`src/ncai_pkg.sv`:
```
// Shared constants for the NAND bus cycle controller: register map, fields,
// command codes, cycle timing and the engine state encoding.
// Assumes a 40 MHz system clock and an 8-bit NAND device on the far side.
package ncai_pkg;

   // Clock and documented minimum pin times
   localparam int CLK_MHZ    = 40;
   localparam int T_WP_NS    = 12;   // Write strobe low width
   localparam int T_WH_NS    = 10;   // Write strobe high hold
   localparam int T_WHR_NS   = 60;   // Write strobe high to read strobe low
   localparam int T_WB_NS    = 100;  // Write strobe high to busy
   localparam int T_REA_NS   = 20;   // Read strobe access time
   localparam int SYNC_STAGES = 2;

   // Least times round up to whole cycles
   localparam int WP_CYC     = (T_WP_NS * CLK_MHZ + 999) / 1000;
   localparam int WH_CYC     = (T_WH_NS * CLK_MHZ + 999) / 1000;
   localparam int WHR_CYC    = (T_WHR_NS * CLK_MHZ + 999) / 1000;
   localparam int WB_CYC     = (T_WB_NS * CLK_MHZ + 999) / 1000;
   localparam int REA_CYC    = (T_REA_NS * CLK_MHZ + 999) / 1000;
   localparam int RD_LOW_CYC = REA_CYC + SYNC_STAGES + 1;
   localparam int GAP_CYC    = WHR_CYC;
   localparam int GAP_CMD_CYC = WB_CYC + SYNC_STAGES;

   // Register byte offsets
   localparam logic [3:0] OFS_CYCLE  = 4'h0;
   localparam logic [3:0] OFS_STATUS = 4'h4;
   localparam logic [3:0] OFS_CONFIG = 4'h8;

   // Field positions
   localparam int CYC_TYPE_LSB = 8;
   localparam int CFG_WP_BIT   = 0;
   localparam int CFG_SEL_BIT  = 1;
   localparam int ST_ACT_BIT   = 0;
   localparam int ST_RDY_BIT   = 1;
   localparam int ST_ERR_BIT   = 2;
   localparam int ST_PROG_BIT  = 3;
   localparam int ST_BYTE_LSB  = 8;
   localparam int ST_CMD_LSB   = 16;
   localparam logic [1:0] CONFIG_RESET = 2'h0;

   // Bus cycle types
   typedef enum logic [1:0] {
      CY_CMD  = 2'h0,
      CY_ADDR = 2'h1,
      CY_DIN  = 2'h2,
      CY_DOUT = 2'h3
   } ncai_cyc_t;

   // Command codes
   localparam logic [7:0] CMD_READ     = 8'h00;
   localparam logic [7:0] CMD_READ_GO  = 8'h30;
   localparam logic [7:0] CMD_COL_RD   = 8'h05;
   localparam logic [7:0] CMD_COL_RDGO = 8'he0;
   localparam logic [7:0] CMD_SERIAL   = 8'h80;
   localparam logic [7:0] CMD_PROG_GO  = 8'h10;
   localparam logic [7:0] CMD_COL_WR   = 8'h85;
   localparam logic [7:0] CMD_ERASE    = 8'h60;
   localparam logic [7:0] CMD_ERASE_GO = 8'hd0;
   localparam logic [7:0] CMD_IDENT    = 8'h90;
   localparam logic [7:0] CMD_STATUS   = 8'h70;
   localparam logic [7:0] CMD_RESET    = 8'hff;

   // Engine states, Gray along setup, strobe, hold, gap
   typedef enum logic [2:0] {
      ST_IDLE   = 3'b000,
      ST_SETUP  = 3'b001,
      ST_STROBE = 3'b011,
      ST_HOLD   = 3'b010,
      ST_GAP    = 3'b110,
      ST_RDLOW  = 3'b111
   } ncai_state_t;

endpackage

```
`src/ncai_host.sv`:
```
// Host controller driving an 8-bit NAND device one bus cycle at a time.
// Assumes an Avalon-MM master on clk and the device pins behind board wiring.
//
// Operation
// - Address goes in four cycles: column low, column high, row low, row high.
// - Host marks command, address and data input cycles by latches and protect.
// - While the device is busy the host issues only 70h, FFh and reads after 70h.
// - Page read is 00h, address, 30h; device then loads page.
// - Column change in read output is 05, column cycles, E0.
// - Program is 80, address, data, 10h; only 10h starts it.
// - 85h plus two address cycles sets a new data column, repeatable.
// - After 80h the host issues only 85h, 10h or FFh.
`timescale 1ns/1ps
module ncai_host
   import ncai_pkg::*;
(
   input  wire logic        clk,
   input  wire logic        rst_n,
   input  wire logic [3:0]  avs_address,
   input  wire logic        avs_read,
   input  wire logic        avs_write,
   input  wire logic [31:0] avs_writedata,
   output logic      [31:0] avs_readdata,
   output logic             avs_waitrequest,
   output logic             cmd_latch,
   output logic             addr_latch,
   output logic             select_n,
   output logic             write_strobe_n,
   output logic             read_strobe_n,
   output logic             write_protect_n,
   output logic      [7:0]  shared_bus_lines_out,
   output logic             shared_bus_lines_oe_n,
   input  wire logic [7:0]  shared_bus_lines_in,
   input  wire logic        ready_busy_n
);
   ncai_state_t state_reg, state_next;
   ncai_cyc_t   type_reg;
   logic [2:0]  cnt_reg, cnt_next;
   logic [7:0]  byte_reg, rd_byte_reg, last_cmd_reg;
   logic [1:0]  cfg_reg;
   logic        err_reg, prog_open_reg;
   logic [7:0]  bus_sync;
   logic        ready_sync;

   // Pin inputs pass two flops before use
   ncai_sync #(.WIDTH(9), .RESET_VAL(9'h100)) u_sync (
      .clk      (clk),
      .rst_n    (rst_n),
      .async_in ({ready_busy_n, shared_bus_lines_in}),
      .sync_out ({ready_sync, bus_sync})
   );

   // Bus decode
   wire        req       = avs_read | avs_write;
   wire        acc_wr    = avs_write & ~avs_waitrequest;
   wire        hit_cycle = (avs_address == OFS_CYCLE);
   wire        hit_stat  = (avs_address == OFS_STATUS);
   wire        hit_cfg   = (avs_address == OFS_CONFIG);
   wire        eng_busy  = (state_reg != ST_IDLE);
   wire        stall     = avs_write & hit_cycle & eng_busy;
   wire [31:0] status_w  = {8'h00, last_cmd_reg, rd_byte_reg, 4'h0, prog_open_reg,
                            err_reg, ready_sync, eng_busy};
   wire [31:0] rd_mux    = hit_stat ? status_w :
                           hit_cfg  ? {30'h0, cfg_reg} : 32'h0;

   // New cycle request and its checks
   wire        start    = acc_wr & hit_cycle;
   wire [7:0]  new_byte = avs_writedata[7:0];
   wire [1:0]  new_type = avs_writedata[CYC_TYPE_LSB +: 2];
   wire        is_cmd   = (new_type == CY_CMD);
   wire        is_quiet = is_cmd & ((new_byte == CMD_STATUS) | (new_byte == CMD_RESET));
   wire        ok_busy  = ready_sync | is_quiet |
                          ((new_type == CY_DOUT) & (last_cmd_reg == CMD_STATUS));
   wire        ok_prog  = ~prog_open_reg | ~is_cmd | (new_byte == CMD_COL_WR) |
                          (new_byte == CMD_PROG_GO) | (new_byte == CMD_RESET);
   wire        ok_din   = (new_type != CY_DIN) | cfg_reg[CFG_WP_BIT];
   wire        ok_all   = ok_busy & ok_prog & ok_din & cfg_reg[CFG_SEL_BIT];
   wire        launch   = start & ok_all;
   wire        refuse   = start & ~ok_all;
   wire        err_clr  = acc_wr & hit_stat & avs_writedata[ST_ERR_BIT];
   wire        drive_ph = (state_next == ST_SETUP) | (state_next == ST_STROBE) |
                          (state_next == ST_HOLD);
   // Pins follow the cycle being launched, so setup already shows its latch and byte
   wire [1:0]  pin_type = launch ? new_type : type_reg;
   wire [7:0]  pin_byte = launch ? new_byte : byte_reg;
   wire        is_write = (pin_type != CY_DOUT);

   // Slave answer: one ack cycle per request, cycle writes held off while a cycle runs
   always_ff @(posedge clk or negedge rst_n) begin
      if (!rst_n) begin
         avs_waitrequest <= 1'b1;
         avs_readdata    <= 32'h0;
      end else begin
         avs_waitrequest <= ~(req & avs_waitrequest & ~stall);
         if (avs_read & avs_waitrequest)
            avs_readdata <= rd_mux;
      end
   end

   // Software registers and sticky refusal flag, set wins over clear
   always_ff @(posedge clk or negedge rst_n) begin
      if (!rst_n) begin
         cfg_reg <= CONFIG_RESET;
         err_reg <= 1'b0;
      end else begin
         if (acc_wr & hit_cfg)
            cfg_reg <= avs_writedata[1:0];
         err_reg <= refuse | (err_reg & ~err_clr);
      end
   end

   // Command history: program-input window and last command
   always_ff @(posedge clk or negedge rst_n) begin
      if (!rst_n) begin
         last_cmd_reg  <= CMD_RESET;
         prog_open_reg <= 1'b0;
      end else if (launch & is_cmd) begin
         last_cmd_reg  <= new_byte;
         prog_open_reg <= (new_byte == CMD_SERIAL) |
                          (prog_open_reg & (new_byte == CMD_COL_WR));
      end
   end

   // Engine sequencing: setup, strobe, hold, gap; or setup, read low, gap
   always_comb begin
      state_next = state_reg;
      cnt_next   = cnt_reg;
      if (cnt_reg != 3'h0) begin
         cnt_next = cnt_reg - 3'h1;
      end else begin
         unique case (state_reg)
            ST_IDLE: begin
               if (launch) begin
                  state_next = ST_SETUP;
               end
            end
            ST_SETUP: begin
               if (type_reg == CY_DOUT) begin
                  state_next = ST_RDLOW;
                  cnt_next   = 3'(RD_LOW_CYC - 1);
               end else begin
                  state_next = ST_STROBE;
                  cnt_next   = 3'(WP_CYC - 1);
               end
            end
            ST_STROBE: begin
               state_next = ST_HOLD;
               cnt_next   = 3'(WH_CYC - 1);
            end
            ST_HOLD, ST_RDLOW: begin
               state_next = ST_GAP;
               cnt_next   = (type_reg == CY_CMD) ? 3'(GAP_CMD_CYC - 1) : 3'(GAP_CYC - 1);
            end
            ST_GAP: begin
               state_next = ST_IDLE;
            end
            default: begin
               state_next = ST_IDLE;
            end
         endcase
      end
   end

   // Engine state, cycle byte and captured read byte
   always_ff @(posedge clk or negedge rst_n) begin
      if (!rst_n) begin
         state_reg   <= ST_IDLE;
         cnt_reg     <= 3'h0;
         type_reg    <= CY_CMD;
         byte_reg    <= 8'h00;
         rd_byte_reg <= 8'h00;
      end else begin
         state_reg <= state_next;
         cnt_reg   <= cnt_next;
         if (launch) begin
            type_reg <= ncai_cyc_t'(new_type);
            byte_reg <= new_byte;
         end
         if ((state_reg == ST_RDLOW) && (cnt_reg == 3'h0))
            rd_byte_reg <= bus_sync;
      end
   end

   // Pin drivers, all registered; strobes, latches and bus enable from the next engine state, select and protect from config
   always_ff @(posedge clk or negedge rst_n) begin
      if (!rst_n) begin
         cmd_latch             <= 1'b0;
         addr_latch            <= 1'b0;
         select_n              <= 1'b1;
         write_strobe_n        <= 1'b1;
         read_strobe_n         <= 1'b1;
         write_protect_n       <= 1'b0;
         shared_bus_lines_out  <= 8'h00;
         shared_bus_lines_oe_n <= 1'b1;
      end else begin
         cmd_latch             <= drive_ph & (pin_type == CY_CMD);
         addr_latch            <= drive_ph & (pin_type == CY_ADDR);
         select_n              <= ~cfg_reg[CFG_SEL_BIT];
         write_strobe_n        <= ~(state_next == ST_STROBE);
         read_strobe_n         <= ~(state_next == ST_RDLOW);
         write_protect_n       <= cfg_reg[CFG_WP_BIT];
         shared_bus_lines_out  <= pin_byte;
         shared_bus_lines_oe_n <= ~(drive_ph & is_write);
      end
   end
endmodule

```
`src/ncai_sync.sv`:
```
// Two-flop synchroniser for pin inputs of the NAND controller.
// Assumes inputs change asynchronously to clk; first stage read only by second.
`timescale 1ns/1ps
module ncai_sync #(
   parameter int WIDTH = 1,
   parameter logic [WIDTH-1:0] RESET_VAL = '0
) (
   input  wire logic             clk,
   input  wire logic             rst_n,
   input  wire logic [WIDTH-1:0] async_in,
   output logic      [WIDTH-1:0] sync_out
);
   logic [WIDTH-1:0] meta_reg;

   // Two stages per bit
   always_ff @(posedge clk or negedge rst_n) begin
      if (!rst_n) begin
         meta_reg <= RESET_VAL;
         sync_out <= RESET_VAL;
      end else begin
         meta_reg <= async_in;
         sync_out <= meta_reg;
      end
   end
endmodule

```
`config.mk`:
```
export PLATFORM = sky130hd
export DESIGN_NAME = ncai_host
export DESIGN_NICKNAME = d
export VERILOG_FILES = /design/src/ncai_pkg.sv /design/src/ncai_host.sv /design/src/ncai_sync.sv
export SDC_FILE = /design/constraint.sdc
export NUM_CORES = 1
export LEC_CHECK = 0
export BUFFER_PORTS_ARGS = -buffer_cell sky130_fd_sc_hd__buf_4
export CORE_ASPECT_RATIO = 1.5
export CORE_UTILIZATION = 54
export CTS_BUF_LIST = sky130_fd_sc_hd__clkbuf_2
export CTS_CLUSTER_DIAMETER = 50
export CTS_CLUSTER_SIZE = 20
export DETAILED_ROUTE_END_ITERATION = 10
export PLACE_DENSITY_LB_ADDON = 0.08
export SYNTH_ARGS = -nofsm -noshare
export SYNTH_HDL_FRONTEND = slang
export SYNTH_HIERARCHICAL = 1
export SYNTH_SLANG_ARGS = --single-unit
```
`constraint.sdc`:
```
create_clock -name clk -period 2.4 [get_ports clk]
set_clock_uncertainty 0.15 [all_clocks]
set_input_delay 0.24 -clock clk [delete_from_list [all_inputs] [get_ports clk]]
set_output_delay 0.24 -clock clk [all_outputs]
set_load 0.1 [all_outputs]
```
==> impl_metrics.tcl, run 1 <==
set metrics [dict create \
    status "finished clean" \
    report.final.slew_viol_count 0 \
    post-cts-setup-buffers 0 \
    wirelength_um 6850 \
    synth-seq-cells 82 \
    synth_area_mm2 0.00346 \
    cp_max_fo 13 \
    worstPathRequired_ps 2670 \
    ant_nets 0 \
    end_kind "flop" \
    syn2layout_area_growth_pct 26.6 \
    ys_seq_area_share_pct 59.8 \
    grt_overflow 0 \
    slew_headroom_pct 64.9 \
    tightest_slew_ps 525 \
    timing.final.crit_share_pct 98.5 \
    synth_top_family_by_area "simple AND/OR/NAND/NOR gates" \
    synthFlopType "dfrtp_1" \
    rsz0062_at_grt "false" \
    utilization_pct 71.0 \
    finalSetupTns_ps 0 \
    cts_sinks 82 \
    hpwlAfterDp_um 4830 \
    synth-edff-count 0 \
    grt_max_degree 83 \
    fp.dieW_um 67.4 \
    synth_xor_area_share_pct 0 \
    p_per_area_mw_per_mm2 746 \
    synth_compound_area_share_pct 10.2 \
    yosys.area_share.simple_pct 14.1 \
    h-tree-depth 3 \
    post-route-drc-count 0 \
    synthCells 301 \
    place_congestion 0.763 \
    clk_latency_ps 520 \
    drive_gt1_share_pct 34.8 \
    clk_path_buf_depth 2 \
    portBuffers 62 \
    hp-class "in -> reg" \
    grt_use_total_pct 23.2 \
    ir_worst_vdd_uv 400 \
    muxShareOfSynthArea_pct 10.3 \
    drt_iter0_drc 130 \
    cts.clk_slew.worst_paths_ps 210 \
    total_leakage_power_nw 2.06 \
    dieArea_mm2 0.00674 \
    die_y_um 100 \
    first_pass_iters 4 \
    viasPerCell 5.29 \
    ioPinCount 97 \
    nNetsFinal 448 \
    cts_tree "built" \
    vias 2517 \
    startpoint_type "primary input" \
    num_antenna_cells 0 \
    setup_viol 0 \
    synth_fa_ha_area_share_pct 0.723 \
    grt_pass1_wl_um 11500 \
    drv_cap 0 \
    async_reset_ff_share_pct 100 \
    clock-root-buffer "clkbuf_2" \
    grt_pass1_vias 2454 \
    wl_per_cell_um 14.4 \
    cts_made_buffers 9 \
    core.rowCount 35 \
    synth_area_per_cell_um2 11.5 \
    synth_warnings 6 \
    largest_reg_flops 20 \
    yosys.area.top_type_share_pct 48.4 \
    synth.area.top_cells "dfrtp_1 48%, dfstp_2 11%, mux2_2 9.4%, nand2_1 6.0%, o21ai_0 3.0%" \
    critPathKind "in -> reg" \
    hold_viol 0 \
    nFillCells 480 \
    coreArea_mm2 0.00617 \
    maxClockFrequency_ghz 0.423 \
    crit_arrival_ps 2640 \
    antenna_found_initial 0 \
    start_util_pct 56.1 \
    fin_crit_ps 2360 \
    synth_cell_types 49 \
    yosys.area.top_type "dfrtp_1" \
]
## synth_stat cells (3+ instances only)
| library cell | count |
|---|---|
| dfrtp_1 | 67 |
| nand2_1 | 55 |
| mux2_2 | 29 |
| o21ai_0 | 21 |
| dfstp_2 | 15 |
| buf_4 | 12 |
| clkbuf_1 | 11 |
| nor2_1 | 11 |
| a21oi_1 | 9 |
| nand3_1 | 7 |
| inv_1 | 6 |
| and2_1 | 3 |
| mux2i_1 | 3 |
| nand2b_1 | 3 |
| nor2b_1 | 3 |
| nor3_1 | 3 |
| o22ai_1 | 3 |
## per-layer routing
metal / track usage (%) / share of wire (%)
met5: 0 / 0
met4: 11.5 / 1.8
met3: 4.43 / 3.9
met2: 37.2 / 53
met1: 29.7 / 42
## logic make-up (layout without fill, tap and decap cells)
kind of cell / Yosys count / in the layout
simple gates: 101 / 101
buf+inv: 30 / 120
other cells: 1 / 12
flops: 82 / 82
fa+ha+maj: 2 / 2
mux: 32 / 32
compound gates: 53 / 53
## layout by cell type, fill, tap and decap left out, drive strengths merged, types with 8 or more instances in the layout
cell type	n
conb	12
a21oi	10
inv	8
dlygate4sd3	24
dfrtp	67
o21ai	21
clkbuf	10
nand3	8
buf	74
dfstp	15
nor2	11
mux2	29
nand2	55
## worst max-delay path, cell delays in order
cell           delay, ps
dlygate4sd3_1        530
buf_4                140
or4_1                490
o22a_1               220
o41ai_4              410
nand3_2              140
buf_12               180
mux2_2               260
## layout make-up
class	count	area (um2)	area share, %
repair buffers	98	821	18.7
flip-flops and latches	82	2070	47.2
clock inverters	6	51.3	1.17
clock buffers	10	50.0	1.14
well taps	74	92.6	2.11
inverters	6	22.5	0.514
multi-input cells	200	1280	29.1
## per-stage QoR
stage / std cells / worst slack, ps / hold slack, ps / total power, mW / instance area [um2]
global route: 476 / 10.3 / 33.5 / 3.47 / 4380
CTS: 476 / 15.9 / 14.6 / 3.30 / 4380
global placement: 436 / -23.8 / 148 / 2.60 / 4030
detailed placement: 436 / -28.5 / 148 / 2.62 / 4030
finish: 476 / 36.2 / 51.1 / 3.27 / 4380
floorplan: 312 / 165 / -206 / 2.39 / 3500
## worst paths after layout
kind                               startpoint                 endpoint  slack (ps)  cells after the start
max                          avs_writedata[0]  shared_bus_lines_out[6]          40                      8
min                            avs_address[2]          avs_readdata[1]          50                      4
max reg2reg                   last_cmd_reg[6]  shared_bus_lines_out[6]         300                      6
min reg2reg                u_sync/meta_reg[8]       u_sync/sync_out[8]         200                      0
max in group asynchronous               rst_n          last_cmd_reg[4]        1650                      3
min in group asynchronous               rst_n           rd_byte_reg[0]          80                      3
## power by group
group	internal, mW	switching [mW]	total, mW
Clock	0.152	0.491	0.643
Combinational	0.320	0.699	1.02
Sequential	1.51	0.0976	1.61
Total	1.98	1.29	3.27
## what timing repair did
action	CTS	global route
hold buffers	24	0
gates resized for setup	0	1
endpoints found under the hold margin	121	0
setup endpoints to repair	0	8
No activity file was read; power rests on OpenSTA's default activity.
==> inputs of run 2 (changes only) <==
--- a/config.mk
+++ b/config.mk
@@ -5,13 +5,13 @@
 export SDC_FILE = /design/constraint.sdc
 export NUM_CORES = 1
 export LEC_CHECK = 0
-export BUFFER_PORTS_ARGS = -buffer_cell sky130_fd_sc_hd__buf_4
 export CORE_ASPECT_RATIO = 1.5
-export CORE_UTILIZATION = 54
+export CORE_UTILIZATION = 65
 export CTS_BUF_LIST = sky130_fd_sc_hd__clkbuf_2
 export CTS_CLUSTER_DIAMETER = 50
 export CTS_CLUSTER_SIZE = 20
 export DETAILED_ROUTE_END_ITERATION = 10
+export DONT_BUFFER_PORTS = 1
 export PLACE_DENSITY_LB_ADDON = 0.08
 export SYNTH_ARGS = -nofsm -noshare
 export SYNTH_HDL_FRONTEND = slang
==> run 2 against run 1 <==
Compared with the run above:
- global-route usage up 4.8 points
- worst hold slack worse by 1.9 ps
- via count down 3.7%
- highest routed layer unchanged
- sequential share of layout area up 3.1 points
- die area down 17%
- largest cell class unchanged
- sequential power up 9.9%
- clock-buffer cell count down 1
- register-to-register slack worse by 150 ps
- largest power group unchanged
- fmax up 0.56%
==> impl_metrics.tcl, run 2 (synthesis results as in run 1) <==
set metrics [dict create \
    ioPinCount 97 \
    fp.dieW_um 61.6 \
    viasPerCell 5.65 \
    num_antenna_cells 0 \
    report.final.slew_viol_count 0 \
    syn2layout_area_growth_pct 18.9 \
    grt_pass1_wl_um 11200 \
    wirelength_um 7170 \
    ir_worst_vdd_uv 703 \
    hpwlAfterDp_um 4360 \
    end_kind "flop" \
    largest_reg_flops 20 \
    place_congestion 0.859 \
    cts_sinks 82 \
    wl_met1_um 2830 \
    finalWorstSetupSlack_ps 49.4 \
    clk_latency_ps 550 \
    slew_headroom_pct 40.1 \
    cts.clk_slew.worst_paths_ps 240 \
    core.rowCount 32 \
    grt_max_degree 83 \
    rsz0062_at_grt "true" \
    grt_overflow 0 \
    total_leakage_power_nw 1.87 \
    finalSetupTns_ps 0 \
    startpoint_type "primary input" \
    hp-class "in -> reg" \
    drv_cap 0 \
    top_layer_used "met4" \
    portBuffers 0 \
    place_ws_ps -43.9 \
    tightest_slew_ps 899 \
    post-route-drc-count 0 \
    grt_pass1_vias 2390 \
    r2r_slack_ps 150 \
    first_pass_iters 6 \
    endpoint "shared_bus_lines_out[0]" \
    wl_per_cell_um 16.7 \
    clk_path_buf_depth 2 \
    cts_made_buffers 9 \
    timing.final.crit_share_pct 97.9 \
    cts_tree "built" \
    worstPathRequired_ps 2700 \
    crit_start "avs_writedata[4]" \
    p_per_area_mw_per_mm2 825 \
    met3_length_um 360 \
    antenna_found_initial 0 \
    dieArea_mm2 0.00563 \
    start_util_pct 67.6 \
    nNetsFinal 408 \
    clock-root-buffer "clkbuf_2" \
    critPathKind "in -> reg" \
    most-common-layout-cells "67 x dfrtp_1, 55 x nand2_1, 31 x dlygate4sd3_1" \
    cp_max_fo 13 \
    drt_iter0_drc 150 \
    setup_viol 0 \
    total_power_mw 3.39 \
    vias 2425 \
    maxClockFrequency_ghz 0.425 \
    drive_gt1_share_pct 25.5 \
    ff2ff_path_depth 5 \
    r2r_end "shared_bus_lines_out[0]" \
    wl_met2_um 3770 \
    post-cts-setup-buffers 0 \
    grt_use_total_pct 28.0 \
    fin_crit_ps 2350 \
    ant_nets 0 \
    h-tree-depth 3 \
    status "finished clean" \
    die_y_um 91.4 \
    layout_commonest_cell "dfrtp_1" \
    crit_arrival_ps 2650 \
    nFillCells 339 \
    coreArea_mm2 0.00512 \
    worstReg2RegStart "last_cmd_reg[6]" \
    hold_viol 0 \
]
[run 2: cell types whose count changed in the layout (fill, tap and decap cells not counted), sizes merged]
cell and change:
clkbuf -1, inv -1, clkinv -1, dlygate4sd3 +7, bufinv +2, buf -47
[run 2: worst max-delay path: stages]
cell	delay [ps]
dlygate4sd3_1	580
nand3_1	110
dlygate4sd3_1	610
o41ai_4	330
nand3_2	380
mux2_2	390
[run 2: repair_timing]
item / 4_1_cts / 5_1_grt
gates resized for setup: 0 / 0
endpoints found under the setup margin: 0 / 16
endpoints found under the hold margin: 138 / 2
hold buffers: 31 / 2
[run 2: cell type report]
| class | count | area, um2 | area share [%] |
|---|---|---|---|
| clock buffers | 9 | 45.0 | 1.09 |
| well taps | 68 | 85.1 | 2.07 |
| clock inverters | 6 | 91.3 | 2.22 |
| inverters | 6 | 22.5 | 0.547 |
| flip-flops and latches | 82 | 2070 | 50.3 |
| repair buffers | 58 | 533 | 13.0 |
| multi-input cells | 200 | 1270 | 30.8 |
[run 2: power by group]
| part | switching [mW] | total (mW) | internal (mW) |
|---|---|---|---|
| sequential | 0.255 | 1.77 | 1.51 |
| clock | 0.488 | 0.829 | 0.341 |
| combinational | 0.533 | 0.799 | 0.266 |
[run 2: stage by stage]
| step | instance area, um2 | utilization [%] | hold WS [ps] | cells |
|---|---|---|---|---|
| floorplan | 3500 | - | -206 | 312 |
| global placement | 3640 | 71.0 | -204 | 382 |
| detailed placement | 3640 | 71.0 | -204 | 382 |
| CTS | 4110 | 80.1 | 23.4 | 428 |
| global route | 4120 | 80.3 | 34.4 | 429 |
| finish | 4120 | 80.3 | 49.3 | 429 |
[run 2: routing by layer]
metal	GRT usage (%)	up-vias
met5	0	-
met4	15.2	0
met3	7.83	18
met2	43.5	78
met1	34.3	1199
li1	-	1130
[run 2: worst min-delay path by stage]
stage | startpoint | to | slack [ps] | cells past startpoint
after CTS | avs_address[2] | prog_open_reg | 20 | 6
after global placement | rst_n | avs_readdata[13] | -200 | 0
final | avs_writedata[7] | prog_open_reg | 50 | 5
after floorplan | rst_n | addr_latch | -210 | 0
after global routing | shared_bus_lines_in[7] | u_sync/meta_reg[7] | 30 | 1
after detailed placement | rst_n | rd_byte_reg[5] | -200 | 0
